===== src/logic/slpctl_pkg.sv =====
// Package: sleep mode controller constants and types
package slpctl_pkg;
    timeunit 1ns;
    timeprecision 100ps;
    // Sleep select encodings
    localparam logic [1:0] SEL_IDLE  = 2'h0;
    localparam logic [1:0] SEL_ADCNR = 2'h1;
    localparam logic [1:0] SEL_PDOWN = 2'h2;
    localparam logic [1:0] SEL_PSAVE = 2'h3;
    // Extra halt cycles after start-up
    localparam int          WAKE_EXTRA_CYC = 4;
    localparam logic [3:0]  WAKE_EXTRA     = 4'(WAKE_EXTRA_CYC);
    // Brown-out settle time and clock rate
    localparam int          BOD_SETTLE_US  = 60;
    localparam int          CLK_MHZ        = 125;
    localparam int          BOD_SETTLE_CYC = BOD_SETTLE_US * CLK_MHZ;
    // Timed write window for brown-out sleep-off bit
    localparam int          BROWNOUT_SLEEP_OFF_BIT_WIN_CYC   = 4;
    localparam logic [2:0]  BROWNOUT_SLEEP_OFF_BIT_WIN       = 3'(BROWNOUT_SLEEP_OFF_BIT_WIN_CYC);
    // Reset values
    localparam logic        BROWNOUT_SLEEP_OFF_BIT_RST       = 1'b0;
    localparam logic [15:0] CNT_ZERO       = 16'h0000;
    // Controller states
    typedef enum logic [1:0] {ST_RUN, ST_SLEEP, ST_START, ST_HOLD} slpctl_state_t;
endpackage


===== src/logic/slpctl_top.sv =====
// Sleep mode controller: clock gating, wake-up, brown-out sleep-off
module slpctl_top
    import slpctl_pkg::*;
#(
    parameter int BOD_SETTLE = BOD_SETTLE_CYC    // Shortened in simulation
) (
    input  wire logic        SYS_CLK,
    input  wire logic        NRST,
    input  wire logic        SLEEP_ARM,          // Sleep arm bit
    input  wire logic [1:0]  SLEEP_SEL,          // Sleep select field
    input  wire logic        SLEEP_EXEC,         // Sleep instruction pulse
    input  wire logic        BROWNOUT_SLEEP_OFF_BIT_WR,            // Write strobe, control reg
    input  wire logic        BROWNOUT_SLEEP_OFF_BIT_WR_EN,         // Enable bit written value
    input  wire logic        BROWNOUT_SLEEP_OFF_BIT_WR_VAL,        // Sleep-off bit written value
    input  wire logic        BOD_FUSE_EN,        // Fuses enable detector
    input  wire logic [15:0] STARTUP_CYC,        // Start-up delay from clock select
    input  wire logic        ADC_ENABLE,         // Converter enabled
    input  wire logic        TIMER_ASYNC_SEL,    // Timer clocked asynchronously
    input  wire logic        GLOBAL_IE,          // Global interrupt enable
    input  wire logic        IRQ_ANY,            // Any enabled interrupt (idle)
    input  wire logic        IRQ_ADC_DONE,       // Conversion complete
    input  wire logic        IRQ_WDT,            // Watchdog interrupt
    input  wire logic        IRQ_USI_START,      // Serial start condition
    input  wire logic        IRQ_TMR_ASYNC,      // Async timer ovf/compare, enabled
    input  wire logic        IRQ_MEM_READY,      // Memory-ready interrupt
    input  wire logic        IRQ_PIN_CHANGE,     // Pin change interrupt
    input  wire logic [1:0]  EXT_IRQ_LEVEL,      // ext_irq_a/b level-mode requests
    input  wire logic        SLEEP_RST_REQ,      // Any reset source, synchronous
    output logic             CPU_CLK_EN,
    output logic             FLASH_CLK_EN,
    output logic             IO_CLK_EN,
    output logic             ADC_CLK_EN,
    output logic             ASYNC_CLK_EN,
    output logic             MAIN_OSC_EN,
    output logic             BOD_ENABLE,
    output logic             ADC_START,          // One-cycle conversion start
    output logic             CORE_HALT,          // Core stalled
    output logic             CORE_RESET_VEC,     // Restart from reset vector pulse
    output logic             IRQ_RESUME,         // Run handler then continue
    output logic             BROWNOUT_SLEEP_OFF_BIT_BIT,           // Sleep-off bit state
    output logic             TIMER_UNDEF         // Async timer contents suspect
);
    timeunit 1ns;
    timeprecision 100ps;

    ////////////////////////////////////////////////////////////////
    // State and counters
    slpctl_state_t state_reg, state_next;   // Controller state
    logic [1:0]  mode_reg;                  // Mode latched at entry
    logic [15:0] cnt_reg, cnt_next;         // Delay counter
    logic        bod_off_reg;               // Detector off this sleep
    logic        brownout_sleep_off_bit_reg;                  // Sleep-off bit
    logic        wen_reg;                   // Timed-write window open
    logic [2:0]  win_reg;                   // Window countdown
    logic        undef_reg;                 // Timer undefined flag

    ////////////////////////////////////////////////////////////////
    // Decode
    // armed sleep entry
    wire enter    = (state_reg == ST_RUN) && SLEEP_EXEC && SLEEP_ARM;
    wire deep_sel = SLEEP_SEL[1];
    wire bod_cut  = enter && deep_sel && brownout_sleep_off_bit_reg;
    wire in_sleep = (state_reg == ST_SLEEP);
    // deep modes see level interrupts only
    wire lvl_wake = |EXT_IRQ_LEVEL;
    wire common_w = IRQ_WDT || IRQ_USI_START || lvl_wake || IRQ_PIN_CHANGE;
    logic wake;                             // Mode-qualified wake request
    always_comb begin
        unique case (mode_reg)
            SEL_IDLE:  wake = IRQ_ANY || common_w;
            SEL_ADCNR: wake = common_w || IRQ_ADC_DONE || IRQ_TMR_ASYNC || IRQ_MEM_READY;
            SEL_PDOWN: wake = common_w;
            SEL_PSAVE: wake = common_w || (IRQ_TMR_ASYNC && GLOBAL_IE && TIMER_ASYNC_SEL);
        endcase
    end

    ////////////////////////////////////////////////////////////////
    // Next-state logic
    always_comb begin
        state_next = state_reg;
        cnt_next   = cnt_reg;
        unique case (state_reg)
            ST_RUN: begin
                if (enter) begin
                    state_next = ST_SLEEP;
                end
            end
            ST_SLEEP: begin
                if (wake) begin
                    state_next = ST_START;
                    cnt_next   = (bod_off_reg && (32'(STARTUP_CYC) < BOD_SETTLE))
                               ? 16'(BOD_SETTLE) : STARTUP_CYC;
                end
            end
            ST_START: begin
                if (cnt_reg == CNT_ZERO) begin
                    state_next = ST_HOLD;
                    cnt_next   = {12'h000, WAKE_EXTRA} - 16'h0001;
                end else begin
                    cnt_next = cnt_reg - 16'h0001;
                end
            end
            ST_HOLD: begin
                if (cnt_reg == CNT_ZERO) begin
                    state_next = ST_RUN;
                end else begin
                    cnt_next = cnt_reg - 16'h0001;
                end
            end
        endcase
        if (SLEEP_RST_REQ) begin
            state_next = ST_RUN;
            cnt_next   = CNT_ZERO;
        end
    end

    // State registers
    always_ff @(posedge SYS_CLK or negedge NRST) begin
        if (!NRST) begin
            state_reg <= ST_RUN;
            cnt_reg   <= CNT_ZERO;
        end else begin
            state_reg <= state_next;
            cnt_reg   <= cnt_next;
        end
    end

    // Mode and detector-off latch at entry
    always_ff @(posedge SYS_CLK or negedge NRST) begin
        if (!NRST) begin
            mode_reg    <= SEL_IDLE;
            bod_off_reg <= 1'b0;
        end else if (enter) begin
            mode_reg    <= SLEEP_SEL;
            bod_off_reg <= bod_cut;
        end else if (in_sleep && wake) begin
            mode_reg    <= mode_reg;
            bod_off_reg <= bod_off_reg;
        end else if (state_reg == ST_RUN) begin
            bod_off_reg <= 1'b0;
        end
    end

    ////////////////////////////////////////////////////////////////
    // Timed write of the sleep-off bit; enable opens a short window
    always_ff @(posedge SYS_CLK or negedge NRST) begin
        if (!NRST) begin
            brownout_sleep_off_bit_reg <= BROWNOUT_SLEEP_OFF_BIT_RST;
            wen_reg  <= 1'b0;
            win_reg  <= 3'h0;
        end else if (BROWNOUT_SLEEP_OFF_BIT_WR && BROWNOUT_SLEEP_OFF_BIT_WR_EN) begin
            wen_reg  <= 1'b1;
            win_reg  <= BROWNOUT_SLEEP_OFF_BIT_WIN - 3'h1;
        end else if (BROWNOUT_SLEEP_OFF_BIT_WR && wen_reg) begin
            brownout_sleep_off_bit_reg <= BROWNOUT_SLEEP_OFF_BIT_WR_VAL;
            wen_reg  <= 1'b0;
        end else if (wen_reg) begin
            wen_reg  <= (win_reg != 3'h0);
            win_reg  <= win_reg - 3'h1;
        end
    end

    // Timer contents flag: set on power-save wake without async clock
    always_ff @(posedge SYS_CLK or negedge NRST) begin
        if (!NRST) begin
            undef_reg <= 1'b0;
        end else if (in_sleep && wake && mode_reg == SEL_PSAVE && !TIMER_ASYNC_SEL) begin
            undef_reg <= 1'b1;
        end else if (enter) begin
            undef_reg <= 1'b0;
        end
    end

    ////////////////////////////////////////////////////////////////
    // Clock gating; start-up and hold count as still sleeping domains
    wire asleep = (state_reg != ST_RUN);
    wire m_idle = asleep && mode_reg == SEL_IDLE;
    wire m_nr   = asleep && mode_reg == SEL_ADCNR;
    wire m_ps   = asleep && mode_reg == SEL_PSAVE;
    assign CPU_CLK_EN     = !asleep;
    assign FLASH_CLK_EN   = !asleep;
    assign IO_CLK_EN      = !asleep || m_idle;
    assign ADC_CLK_EN     = !asleep || m_idle || m_nr;
    assign ASYNC_CLK_EN   = !asleep || m_idle || m_nr || m_ps;
    assign MAIN_OSC_EN    = !asleep || m_idle || m_nr;
    assign BOD_ENABLE     = BOD_FUSE_EN && !(in_sleep && bod_off_reg);
    assign ADC_START      = enter && ADC_ENABLE && !deep_sel;
    assign CORE_HALT      = asleep;
    assign CORE_RESET_VEC = asleep && SLEEP_RST_REQ;
    assign IRQ_RESUME     = (state_reg == ST_HOLD) && (cnt_reg == CNT_ZERO) && !SLEEP_RST_REQ;
    assign BROWNOUT_SLEEP_OFF_BIT_BIT       = brownout_sleep_off_bit_reg;
    assign TIMER_UNDEF    = undef_reg;

    ////////////////////////////////////////////////////////////////
    // Assertions
    property p_entry;
        @(posedge SYS_CLK) disable iff (!NRST)
        (state_reg == ST_RUN && SLEEP_EXEC && SLEEP_ARM && !SLEEP_RST_REQ) |=> CORE_HALT;
    endproperty
    a_entry: assert property (p_entry) else $error("armed sleep not entered");
    property p_noarm;
        @(posedge SYS_CLK) disable iff (!NRST)
        (state_reg == ST_RUN && !SLEEP_ARM) |=> !CORE_HALT;
    endproperty
    a_noarm: assert property (p_noarm) else $error("unarmed sleep halted");
    property p_hold4;
        @(posedge SYS_CLK) disable iff (!NRST || SLEEP_RST_REQ)
        $rose(state_reg == ST_HOLD) |-> CORE_HALT [*4] ##1 !CORE_HALT;
    endproperty
    a_hold4: assert property (p_hold4) else $error("extra hold not four");
    property p_rst;
        @(posedge SYS_CLK) disable iff (!NRST)
        SLEEP_RST_REQ |=> state_reg == ST_RUN;
    endproperty
    a_rst: assert property (p_rst) else $error("reset did not wake");
    property p_bodoff;
        @(posedge SYS_CLK) disable iff (!NRST)
        (enter && SLEEP_SEL[1] && brownout_sleep_off_bit_reg && !SLEEP_RST_REQ) |=> !BOD_ENABLE;
    endproperty
    a_bodoff: assert property (p_bodoff) else $error("detector not off");
    property p_bodshallow;
        @(posedge SYS_CLK) disable iff (!NRST)
        (asleep && !mode_reg[1] && BOD_FUSE_EN) |-> BOD_ENABLE;
    endproperty
    a_bodshallow: assert property (p_bodshallow) else $error("detector off shallow");
    property p_idleclk;
        @(posedge SYS_CLK) disable iff (!NRST)
        m_idle |-> (!CPU_CLK_EN && IO_CLK_EN && ADC_CLK_EN && ASYNC_CLK_EN);
    endproperty
    a_idleclk: assert property (p_idleclk) else $error("idle gating wrong");
    property p_nrclk;
        @(posedge SYS_CLK) disable iff (!NRST)
        m_nr |-> (!IO_CLK_EN && ADC_CLK_EN && MAIN_OSC_EN);
    endproperty
    a_nrclk: assert property (p_nrclk) else $error("noise gating wrong");
    property p_psclk;
        @(posedge SYS_CLK) disable iff (!NRST)
        m_ps |-> (ASYNC_CLK_EN && !ADC_CLK_EN && !MAIN_OSC_EN);
    endproperty
    a_psclk: assert property (p_psclk) else $error("save gating wrong");
    property p_bodsw;
        @(posedge SYS_CLK) disable iff (!NRST)
        (BROWNOUT_SLEEP_OFF_BIT_WR && !BROWNOUT_SLEEP_OFF_BIT_WR_EN && !wen_reg) |=> $stable(BROWNOUT_SLEEP_OFF_BIT_BIT);
    endproperty
    a_bodsw: assert property (p_bodsw) else $error("untimed write took");
    property p_resume;
        @(posedge SYS_CLK) disable iff (!NRST)
        IRQ_RESUME |=> !CORE_HALT;
    endproperty
    a_resume: assert property (p_resume) else $error("core not released");
    property p_pdkeep;
        @(posedge SYS_CLK) disable iff (!NRST)
        (in_sleep && mode_reg == SEL_PDOWN && !common_w && !SLEEP_RST_REQ) |=> in_sleep;
    endproperty
    a_pdkeep: assert property (p_pdkeep) else $error("power-down woke unlisted");
    c_idle:  cover property (@(posedge SYS_CLK) disable iff (!NRST) enter && SLEEP_SEL == SEL_IDLE);
    c_wake:  cover property (@(posedge SYS_CLK) disable iff (!NRST) IRQ_RESUME);
    c_bod:   cover property (@(posedge SYS_CLK) disable iff (!NRST) bod_cut);
    c_rstsl: cover property (@(posedge SYS_CLK) disable iff (!NRST) CORE_RESET_VEC);

endmodule


===== config.mk =====
export PLATFORM = sky130hd
export DESIGN_NAME = slpctl_top
export DESIGN_NICKNAME = d
export VERILOG_FILES = /design/src/logic/slpctl_pkg.sv /design/src/logic/slpctl_top.sv
export SDC_FILE = /design/constraint.sdc
export NUM_CORES = 1
export LEC_CHECK = 0
export ABC_AREA = 1
export BUFFER_PORTS_ARGS = -buffer_cell sky130_fd_sc_hd__buf_2
export CORE_MARGIN = 2
export CORE_UTILIZATION = 45
export CTS_CLUSTER_DIAMETER = 60
export DETAILED_ROUTE_END_ITERATION = 8
export GPL_ROUTABILITY_DRIVEN = 0
export GPL_TIMING_DRIVEN = 0
export PLACE_DENSITY = 0.69
export SYNTH_ARGS = -nofsm -noshare
export SYNTH_HDL_FRONTEND = slang
export SYNTH_SLANG_ARGS = --single-unit
export TNS_END_PERCENT = 1

===== constraint.sdc =====
create_clock -name SYS_CLK -period 2.8 [get_ports SYS_CLK]
set_input_delay 0.14 -clock SYS_CLK [delete_from_list [all_inputs] [get_ports SYS_CLK]]
set_output_delay 0.14 -clock SYS_CLK [all_outputs]
set_load 0.005 [all_outputs]

==> impl_results.md <==
- Net count reported at finish: ~440
- CP bufs+invs: 4
- Total power: around 0.0023 W
- Max Freq: around 500 MHz
- Largest net degree at the start of global routing: 28
- Yosys Warn Count: 0
- FF+latch count, synth: 27
- Leading area contributor after synthesis: dfrtp_1
- Row count: 25
- Critical-path top delay cell: dfrtp_1
- Cells after synthesis: ~340
- Starting DRT DRC Count: roughly 110
- Total Routing Usage GR: approximately a quarter
- Type of origin of the critical path: flop
- Syn_area_per_cell: ~6.6 um^2
- Global route overflow: 0
- Initial core utilization: a little under half
- Critical path arrival: between 2000 and 2500 ps
- Crit Path Class: reg -> reg
- Synth top area cells: dfrtp_1 (30%), nand2_1 (19%), nand3_1 (10%)
- Syn Nets: 386
- RSZ-0062 raised after global routing: no
- Depth of the CTS H-tree: 1
- Max clock buf depth: 2
- Commonest non-fill, non-tap cell in the layout: nand2_1
- Final Skew: approximately 9.5 ps
- Worst Path Required: roughly 3000 ps
- Clock Pin Slew Worst Setup and Hold Paths: around 100 ps
- Drt via density: between 5 and 6
- CP most frequent cell: inv_1
- CP max stage delay: approximately 410 ps
- Fin. Hold Viols: 0
- Crit-path max FO: 10
- Synth Cell Area: between 2000 and 2500 um^2
- Routed Antenna Nets: 0
- Final instance count without filler cells: approximately 460
- Total iterations of the first detailed-routing run: 4
- Initial antenna violation count: 0
- CTS tree: done
- Nature of the critical path endpoint: flop
- Number of flip-flops in the largest register: 16
- Clock sinks: 27
- Finished Core Util: between 50% and 60%
- Worst-Margin Slew: 640.8 ps
- Total power per unit cell area: ~880 nW/um^2
- Clock insertion delay at the later pin of the skew report: 280 ps
- Slew Viols, Final: 0
- Drt drc: 0
- Share of cells above drive strength 1: approximately a fifth
- Wire per inst: 12.51 um
- Synth cell types: 37
- Sum Neg Setup Slack: 0 ps
- Via count: 2315
- Post-synth top area share: between 30% and 40%
- Max Cap Viol: 0
- LEAKAGE: 1.405 nW
- Hold slack final: about 71 ps
- Dpl cells: between 400 and 500
- Area delta synth->final: 17.96%
- Peak VDD IR: 0.3267 mV
- First-pass GRT wire length: ~9.9 mm
- Setup Viol. Count Final: 0
- Fillers: about 500
- Seq/Total Area, Yosys: between 30% and 40%
- Setup bufs post-CTS: 0
- Die Y: about 74 um
- Clock root buffer: clkbuf_8
- Vias in the first global route: 2168
- Rel. slew slack: 57.28%
- Period utilisation layout: a little under three quarters
- DIE AREA: roughly 5500 um^2
- Cell Chain, Critical Path: inv_1, ha_1, inv_2, nand2_2, inv_1, clkbuf_1, nand3b_1, nand3_1, nand2_1
- Io pins: 52
- Die Wd: between 70 and 80 um
- Wirelength, routed: between 5 and 6 mm
- CTS Buf Count: 3
- Minimum clock period: between 2000 and 2500 ps
- Hold Path Class: in -> reg
- Detailed Place HPWL: about 4.6 mm
- IO buf count: 51
- Core area: around 4700 um^2
- Outcome: completed
- ANT cells: 0
- Most frequent cells in the layout: nand2_1 (110), buf_2 (52), nand3_1 (46)
- CP delay by family, top: buffers and inverters
## stage by stage
step | setup WS [ps] | instance area, um^2
6_report | 799.6 | 2614
5_1_grt | 606.2 | 2614
4_1_cts | 802.3 | 2614
3_5_place_dp | 813.5 | 2555
3_3_place_gp | 835.1 | 2555
2_1_floorplan | 1211 | 2216
## logic make-up (layout without fill, tap and decap cells)
| kind of cell | after synthesis | count (layout) | share of synthesized area, % |
|---|---|---|---|
| AOI/OAI and AO/OA | 24 | 24 | 6.325 |
| xor gates and xnor gates | 5 | 5 | 1.977 |
| adders and majority gates | 12 | 12 | 6.776 |
| buffers and inverters | 45 | 101 | 8.864 |
| DFF | 27 | 27 | 30.49 |
| muxes | 1 | 1 | 0.5082 |
| and+or+nand+nor | 221 | 221 | 45.06 |
## timing repair
item                      4_1_cts  5_1_grt
hold endpoints to repair       27        0
hold buffers                    1        0
gates resized for setup         0        0
## worst reg2reg max path, cell delays in order (launching register included)
cell	delay [ps]
dfrtp_1	410
inv_1	100
ha_1	280
inv_2	80
nand2_2	120
inv_1	240
clkbuf_1	350
nand3b_1	160
nand3_1	110
nand2_1	60
## path summary, 6_finish.rpt
kind	from	end	slack, ps	cells after the start
setup reg to reg	state_reg[0]	cnt_reg[6]	800	9
hold / removal	SLEEP_SEL[0]	mode_reg[0]	70	3
hold reg to reg	bod_off_reg	bod_off_reg	530	1
max in group asynchronous	NRST	mode_reg[1]	1970	2
min in group asynchronous	NRST	cnt_reg[13]	400	2
setup / recovery	state_reg[0]	cnt_reg[6]	800	9
## cell type report
type	instances	area (um^2)	share of cell area, %
plain buffers	7	53.80	2.058
clock buffers	3	41.29	1.580
clock inverters	1	7.507	0.2872
inverters	38	142.6	5.457
multi-input cells	263	1344	51.41
flip-flops and latches	27	675.6	25.85
well taps	67	83.83	3.207
repair buffers	52	265.3	10.15
## power breakdown
group,switching [W],leakage [nW],internal [W]
Clock,0.000134,0.0217,0.000101
Combinational,0.000842,1.04,0.000521
Sequential,0.000163,0.344,0.000533
Total,0.00114,1.40,0.00115
## metal layers
layer | vias up | track usage [%] | wire, um
met5 | - | 0 | 0
met4 | 0 | 7.273 | 98
met3 | 9 | 2.033 | 294
met2 | 68 | 39.48 | 2752
met1 | 1041 | 32.04 | 2584
li1 | 1197 | - | -
## synthesized netlist by cell type (all sizes together)
| cell | count |
|---|---|
| buf | 5 |
| ha | 12 |
| o311ai | 1 |
| o21bai | 1 |
| nor2 | 39 |
| nand3 | 47 |
| xnor2 | 2 |
| nand2 | 113 |
| nand4 | 10 |
| o21ai | 11 |
| nand3b | 7 |
| and2 | 1 |
| inv | 38 |
| mux2 | 1 |
| a21oi | 6 |
| xor2 | 3 |
| dfrtp | 27 |
| o211ai | 1 |
| nor4 | 1 |
| or2 | 3 |
| a31oi | 1 |
| o21a | 1 |
| a21boi | 1 |
| clkbuf | 2 |
| a32o | 1 |
Note: power is estimated with default switching activity, not from simulation.
